==> config.mk <==
export PLATFORM = sky130hd
export DESIGN_NAME = cep_event_flags
export DESIGN_NICKNAME = d
export VERILOG_FILES = /design/src/rtl/cep_flags_pkg.sv /design/src/rtl/w1c_flag.sv /design/src/rtl/cep_event_flags.sv
export SDC_FILE = /design/constraint.sdc
export NUM_CORES = 1
export LEC_CHECK = 0
export BUFFER_PORTS_ARGS = -buffer_cell sky130_fd_sc_hd__buf_2
export CORE_ASPECT_RATIO = 0.6
export CORE_MARGIN = 2
export CORE_UTILIZATION = 41
export CTS_BUF_LIST = sky130_fd_sc_hd__clkbuf_4 sky130_fd_sc_hd__clkbuf_8
export CTS_CLUSTER_SIZE = 16
export DETAILED_ROUTE_END_ITERATION = 8
export PLACE_DENSITY = 0.78
export REMOVE_ABC_BUFFERS = 1
export SYNTH_ARGS = -nofsm -noshare
export SYNTH_HDL_FRONTEND = slang
export SYNTH_SLANG_ARGS = --single-unit
==> constraint.sdc <==
create_clock -name clk_in -period 1.83 [get_ports clk_in]
set_clock_uncertainty 0.15 [all_clocks]
set_input_delay 0.183 -clock clk_in [delete_from_list [all_inputs] [get_ports clk_in]]
set_output_delay 0.183 -clock clk_in [all_outputs]
set_load 0.05 [all_outputs]
==> src/rtl/cep_flags_pkg.sv <==
package cep_flags_pkg;
  // ****************************************************************
  // Register map and field layout
  // ****************************************************************
  localparam int ADDR_W = 32;
  localparam logic [31:0] ENABLE_ADDR = 32'hb0006030;
  localparam logic [31:0] FLAGS_ADDR = 32'hb0006034;
  localparam logic [31:0] ENABLE_RESET = 32'h00000000;
  localparam logic [31:0] FLAGS_RESET = 32'h00001000;
  localparam int NUM_EVENTS = 13;
  localparam int BUF_VACANT_BIT = 12;
  localparam int BUF_FILLED_BIT = 11;
  localparam int STATUS_DONE_BIT = 10;
  localparam int BUS_ERROR_BIT = 9;
  localparam int STALL_SENT_BIT = 8;
  localparam int NAK_SENT_BIT = 7;
  localparam int PKT_RECEIVED_BIT = 6;
  localparam int PKT_SENT_BIT = 5;
  localparam int PING_SEEN_BIT = 4;
  localparam int IN_TOKEN_BIT = 3;
  localparam int OUT_TOKEN_BIT = 2;
  localparam int SETUP_PKT_BIT = 1;
  localparam int SETUP_TOKEN_BIT = 0;
  localparam logic [31:0] UNMAPPED_DATA = 32'h00000000;

  // Bus access phases of the slave
  typedef enum logic [1:0] {
    BUS_IDLE,
    BUS_ANSWER
  } bus_state_t;
endpackage

==> src/rtl/w1c_flag.sv <==
`timescale 1ns/1ps
// ****************************************************************
// One sticky event flag, write one to clear, set wins over clear
// ****************************************************************
module w1c_flag (
  input wire logic clk_in,      // Controller clock
  input wire logic reset_in,    // Synchronous reset, active high
  input wire logic enable_in,   // Clock enable
  input wire logic set_in,      // Event pulse
  input wire logic clear_in,    // Software write of one
  output logic flag_out         // Sticky flag
);
  // Set beats clear so an event landing on the clear is kept
  always_ff @(posedge clk_in) begin
    if (reset_in) begin
      flag_out <= 1'b0;
    end else if (enable_in) begin
      if (set_in) begin
        flag_out <= 1'b1;
      end else if (clear_in) begin
        flag_out <= 1'b0;
      end
    end
  end
endmodule

==> src/rtl/cep_event_flags.sv <==
`timescale 1ns/1ps
module cep_event_flags
  import cep_flags_pkg::*;
(
  input wire logic clk_in,              // Controller clock, 10 MHz
  input wire logic reset_in,            // Synchronous reset, active high
  input wire logic clk_en_in,           // Freezes all state while low
  // Avalon-MM slave
  input wire logic [ADDR_W-1:0] address_in, // Byte address
  input wire logic read_in,             // Read request
  input wire logic write_in,            // Write request
  input wire logic [31:0] writedata_in, // Write data
  input wire logic [3:0] byteenable_in, // Byte lanes
  output logic [31:0] readdata_out,     // Read data
  output logic waitrequest_out,         // Stall the master
  // Endpoint events from the link engine, one-cycle pulses except the buffer empty level
  input wire logic buf_empty_in,        // Buffer holds no data (level)
  input wire logic buf_full_in,         // Buffer became full
  input wire logic status_done_in,      // Status stage completed
  input wire logic bus_error_in,        // Transaction error
  input wire logic stall_sent_in,       // STALL answered a token
  input wire logic nak_sent_in,         // NAK answered a token
  input wire logic pkt_received_in,     // OUT data taken and ACKed
  input wire logic pkt_sent_in,         // IN data sent and ACKed
  input wire logic ping_in,             // PING token seen
  input wire logic in_token_in,         // IN token seen
  input wire logic out_token_in,        // OUT token seen
  input wire logic setup_pkt_in,        // Setup packet stored
  input wire logic setup_token_in,      // SETUP token seen
  output logic setup_overwrite_out,     // Setup arrived with flag 1 set
  output logic irq_out                  // Level interrupt request
);

  // ****************************************************************
  // Declarations
  // ****************************************************************
  bus_state_t bus_state_r;
  logic [NUM_EVENTS-1:0] enable_r;
  logic [NUM_EVENTS-1:0] event_set;
  logic [NUM_EVENTS-1:0] flags;
  logic [NUM_EVENTS-1:0] clear_req;
  logic [31:0] flags_word;
  logic [31:0] enable_word;
  logic take;
  logic wr_enable;
  logic wr_flags;

  // Decode one register address against the request
  function automatic logic hit(input logic [ADDR_W-1:0] a,
                               input logic [31:0] reg_addr);
    hit = (a == reg_addr);
  endfunction

  // Low half of write data masked by byte enables
  function automatic logic [NUM_EVENTS-1:0] lanes(input logic [31:0] d,
                                                  input logic [3:0] be);
    logic [15:0] m;
    m = {{8{be[1]}}, {8{be[0]}}} & d[15:0];
    lanes = m[NUM_EVENTS-1:0];
  endfunction

  // ****************************************************************
  // Bus slave
  // ****************************************************************
  // Every access waits exactly one cycle so read data comes from a
  // flop; writes take effect on the edge where waitrequest is low.
  assign waitrequest_out = (read_in || write_in) &&
                           (bus_state_r == BUS_IDLE);
  assign take = (bus_state_r == BUS_ANSWER) && (read_in || write_in);
  assign wr_enable = take && write_in && hit(address_in, ENABLE_ADDR);
  assign wr_flags = take && write_in && hit(address_in, FLAGS_ADDR);

  // Access phase tracker
  always_ff @(posedge clk_in) begin
    if (reset_in) begin
      bus_state_r <= BUS_IDLE;
    end else if (clk_en_in) begin
      case (bus_state_r)
        BUS_IDLE: begin
          if (read_in || write_in) begin
            bus_state_r <= BUS_ANSWER;
          end
        end
        BUS_ANSWER: bus_state_r <= BUS_IDLE;
        default: bus_state_r <= BUS_IDLE;
      endcase
    end
  end

  // Read data registered in the wait cycle; unmapped reads give zero
  always_ff @(posedge clk_in) begin
    if (reset_in) begin
      readdata_out <= 32'h00000000;
    end else if (clk_en_in && bus_state_r == BUS_IDLE && read_in) begin
      if (hit(address_in, ENABLE_ADDR)) begin
        readdata_out <= enable_word;
      end else if (hit(address_in, FLAGS_ADDR)) begin
        readdata_out <= flags_word;
      end else begin
        readdata_out <= UNMAPPED_DATA;
      end
    end
  end

  // ****************************************************************
  // Enable register
  // ****************************************************************
  // Byte lanes honoured; bits above 12 are reserved and read zero
  always_ff @(posedge clk_in) begin
    if (reset_in) begin
      enable_r <= ENABLE_RESET[NUM_EVENTS-1:0];
    end else if (clk_en_in && wr_enable) begin
      for (int i = 0; i < NUM_EVENTS; i++) begin
        if (byteenable_in[i / 8]) begin
          enable_r[i] <= writedata_in[i];
        end
      end
    end
  end
  assign enable_word = {{(32-NUM_EVENTS){1'b0}}, enable_r};

  // ****************************************************************
  // Event flags
  // ****************************************************************
  assign event_set[BUF_FILLED_BIT] = buf_full_in;
  assign event_set[STATUS_DONE_BIT] = status_done_in;
  assign event_set[BUS_ERROR_BIT] = bus_error_in;
  assign event_set[STALL_SENT_BIT] = stall_sent_in;
  assign event_set[NAK_SENT_BIT] = nak_sent_in;
  assign event_set[PKT_RECEIVED_BIT] = pkt_received_in;
  assign event_set[PKT_SENT_BIT] = pkt_sent_in;
  assign event_set[PING_SEEN_BIT] = ping_in;
  assign event_set[IN_TOKEN_BIT] = in_token_in;
  assign event_set[OUT_TOKEN_BIT] = out_token_in;
  assign event_set[SETUP_PKT_BIT] = setup_pkt_in;
  assign event_set[SETUP_TOKEN_BIT] = setup_token_in;
  assign event_set[BUF_VACANT_BIT] = 1'b0;

  // A written zero leaves a flag alone; only ones clear
  assign clear_req = wr_flags ?
                     lanes(writedata_in, byteenable_in) :
                     {NUM_EVENTS{1'b0}};

  // Sticky flags 11..0, one cell each
  genvar g;
  generate
    for (g = 0; g < BUF_VACANT_BIT; g++) begin : g_flag
      w1c_flag u_flag (
        .clk_in(clk_in),
        .reset_in(reset_in),
        .enable_in(clk_en_in),
        .set_in(event_set[g]),
        .clear_in(clear_req[g]),
        .flag_out(flags[g])
      );
    end
  endgenerate

  // Buffer empty follows the buffer itself; writes cannot touch it.
  // Reset value 1 matches an empty buffer out of reset.
  logic vacant_r;
  always_ff @(posedge clk_in) begin
    if (reset_in) begin
      vacant_r <= FLAGS_RESET[BUF_VACANT_BIT];
    end else if (clk_en_in) begin
      vacant_r <= buf_empty_in;
    end
  end
  assign flags[BUF_VACANT_BIT] = vacant_r;
  assign flags_word = {{(32-NUM_EVENTS){1'b0}}, flags};

  // ****************************************************************
  // Setup overwrite warning
  // ****************************************************************
  // The setup buffer is not guarded: a packet stored while flag 1 is
  // still set replaces the old bytes. Flag it so the fault is visible.
  always_ff @(posedge clk_in) begin
    if (reset_in) begin
      setup_overwrite_out <= 1'b0;
    end else if (clk_en_in) begin
      setup_overwrite_out <= setup_pkt_in && flags[SETUP_PKT_BIT];
    end
  end

  // ****************************************************************
  // Interrupt
  // ****************************************************************
  // Masked flags still record; only the request is gated
  always_ff @(posedge clk_in) begin
    if (reset_in) begin
      irq_out <= 1'b0;
    end else if (clk_en_in) begin
      irq_out <= |(flags & enable_r);
    end
  end

endmodule

==> flow_summary_export.csv <==
group,metric,value,unit
grt,grt.total_usage,0.186,
critical_path,path_buf_inv,0,
logic_synthesis,ys_types,31,
route,num_vias,1935,
grt,overflow,0,
floorplan,ios,121,
critical_path,cp_top_family,"simple AND/OR/NAND/NOR gates",
critical_path,cp-start-kind,"flip-flop",
route,via_per_inst,5.01,
critical_path,critPathSlowestCell,"nor2_1",
logic_synthesis,synth_seq_cells,42,
grt,antenna_found_initial,0,
route,ant_nets,0,
power,leakage,1.25,nW
sta,slew_headroom,0.290,
sta,min_period,1.66,ns
critical_path,r2r_setup_slack,0.17,ns
floorplan,die-area,5890,um2
route,drt-total-wl,5450,um
route,route.detailed.drc,0,
layout,nets,405,
logic_synthesis,yosys_warnings,0,
logic_synthesis,synth_edf_count,0,
sta,fin_hold_ws,0.00230,ns
cts,clockBufferDepth,2,
cts,htreeDepth,2,
floorplan,die_w,97.8,um
layout,area_growth,32.9,%
sta,rsz0062_at_grt,"no",
grt,grt_pass1_wl,8630,um
sta,hold_violations,0,
route,routedWlPerCell,14.1,um
sta,worstMarginPinSlew,1.06,ns
logic_synthesis,syn_inst,219,
floorplan,die_h,60.3,um
critical_path,critical_path.endpoint,"readdata_out[11]",
critical_path,reg2reg_depth,3,
cts,cts_tree,"yes",
logic_synthesis,synthArstFlopShare,0,
grt,grt_max_degree,43,
floorplan,initial_core_util,0.426,
critical_path,worstSetupEndpointType,"flip-flop",
logic_synthesis,ys_seq_area_frac,0.389,
logic_synthesis,synth.avg_cell_area,9.87,um2
cts,cts.clk_slew.worst_paths,0.08,ns
sta,fmax,602,MHz
worst_hold_path,hold_class,"in -> reg",
cts,cts_made_buffers,5,
critical_path,r2r-end,"readdata_out[11]",
sta,setup_viol_count_final,0,
critical_path,path_depth,3,
placed_design,port_buffers,80,
sta,min_period_over_period,0.908,
placed_design,gp_congestion,0.788,
cts,clk_latency,0.30,ns
logic_synthesis,synth_ff_type,"dfxtp_1",
power,powerDensity,709,nW/um2
cts,root_buffer,"clkbuf_8",
placed_design,dp_cells,365,
cts,cts_resized,0,
floorplan,coreArea,5080,um2
placed_design,dp_hpwl,4050,um
layout,drive_above_1_share,0.341,
cts,tritoncts_num_sinks,42,
critical_path,cp_cell_sequence,"nor2_1 > nor2_1 > o2bb2ai_1",
critical_path,worstPathArrival,1.73,ns
critical_path,cpMostUsedCell,"nor2_1",
critical_path,max_stage_delay,0.79,ns
layout,fin_cells,386,
route,first_pass_iters,4,
run_status,status,"finished clean",
grt,grt_pass1_vias,1876,
critical_path,cp_data_required_time,1.90,ns
route,drt-initial-drc-count,107,
critical_path,r2r-start,"bus_state_r[0]",
logic_synthesis,syn_area,2160,um2
layout,num_antenna_cells,0,
critical_path,startpoint,"bus_state_r[0]",
sta,tns,0,ns
sta,drv_slew,0,
critical_path,path_class,"reg -> reg",
run,drv_cap,0,
critical_path,path_max_fanout,13,
power,ir_drop,343,uV
floorplan,num_rows,20,
-- cells in the final DEF (no fill, tap or decap), types with 11 or more instances in the layout --
| master | instances |
|---|---|
| buf_2 | 80 |
| dfxtp_1 | 42 |
| nand2b_1 | 28 |
| mux2i_1 | 27 |
| conb_1 | 19 |
| nand2_1 | 13 |
| o2bb2ai_1 | 13 |
| a21oi_1 | 13 |
| dlygate4sd3_1 | 13 |
| a311oi_1 | 12 |
| buf_4 | 11 |
-- per-layer routing --
metal | vias to the layer above | GRT usage | part of all wire | routed length, um
met3 | 4 | 0.0491 | 0.081 | 442
met1 | 892 | 0.257 | 0.48 | 2600
li1 | 965 | - | - | -
met2 | 74 | 0.299 | 0.43 | 2370
met5 | - | 0 | 0 | 0
met4 | 0 | 0.0357 | 0.0068 | 37
-- cell type report --
| cell class | instances | area [um2] |
|---|---|---|
| Multi-Input combinational cell | 163 | 1200 |
| Clock inverter | 3 | 45.0 |
| Tap cell | 66 | 82.6 |
| Clock buffer | 5 | 68.8 |
| Sequential cell | 42 | 841 |
| Inverter | 2 | 7.51 |
| Timing Repair Buffer | 105 | 633 |
| Fill cell | 470 | 2210 |
-- sequential cells by signal, summed over array words and instances, names as in the netlist --
name,cells
readdata_out,13
g_flag.u_flag.flag_out,12
vacant_r,1
irq_out,1
enable_r,13
setup_overwrite_out,1
bus_state_r,1
-- tightest hold or removal path: cells and delay by family --
kind	cells	cell delay, ns
buffers and inverters	1	0.09
muxes	1	0.06
and+or+nand+nor	1	0.06
-- where the power goes --
part / switching, mW / leakage (nW) / internal, mW / total (mW)
registers: 0.0197 / 0.342 / 0.936 / 0.956
clock network: 0.337 / 0.0504 / 0.406 / 0.743
logic: 0.209 / 0.860 / 0.129 / 0.338
total: 0.566 / 1.25 / 1.47 / 2.04
-- Yosys cell counts, drive strengths merged, types with 2 or more instances --
cell type,number,area share
dfxtp,42,0.39
nand2,13,0.023
a21oi,13,0.030
inv,2,0.0035
nor2,7,0.012
buf,20,0.068
nor4,5,0.038
a311oi,12,0.049
a22oi,5,0.017
or3,2,0.0058
nand3,5,0.012
mux2i,27,0.13
nand2b,28,0.081
nor3,3,0.0093
o2bb2ai,13,0.053
clkbuf,10,0.017
nor4b,2,0.022
nand4,2,0.016
-- cells by family (layout without fill, tap and decap cells) --
family	after synthesis	in the layout	share of synthesized area
other	1	19	0.00173
buffers and inverters	32	115	0.0891
DFF	42	42	0.389
AOI/OAI and AO/OA	46	46	0.161
muxes	27	27	0.125
and+or+nand+nor	71	71	0.234
-- stage by stage --
stage	utilization	area (um2)	total power [mW]	setup slack (ns)
global route	0.566	2870	2.11	0.0813
detailed placement	0.518	2630	1.29	-0.0603
CTS	0.566	2870	2.04	0.195
finish	0.566	2870	2.04	0.169
floorplan	-	2040	1.15	0.108
global placement	0.518	2630	1.29	0.00269
-- how the worst min path moves through the flow --
stage,start,endpoint,slack [ns],cells past startpoint
final,writedata_in[12],enable_r[12],0.002,3
after global routing,in_token_in,g_flag[3].u_flag.flag_out,0.005,3
after CTS,writedata_in[12],enable_r[12],0.0003,3
after detailed placement,buf_empty_in,vacant_r,0.25,2
after global placement,buf_empty_in,vacant_r,0.24,2
after floorplan,reset_in,setup_overwrite_out,0.10,1
-- timing repair --
action	4_1_cts	5_1_grt
endpoints found under the hold margin	13	0
buffers inserted	0	0
hold buffers	13	0
Power figures use the tool's default switching activity.
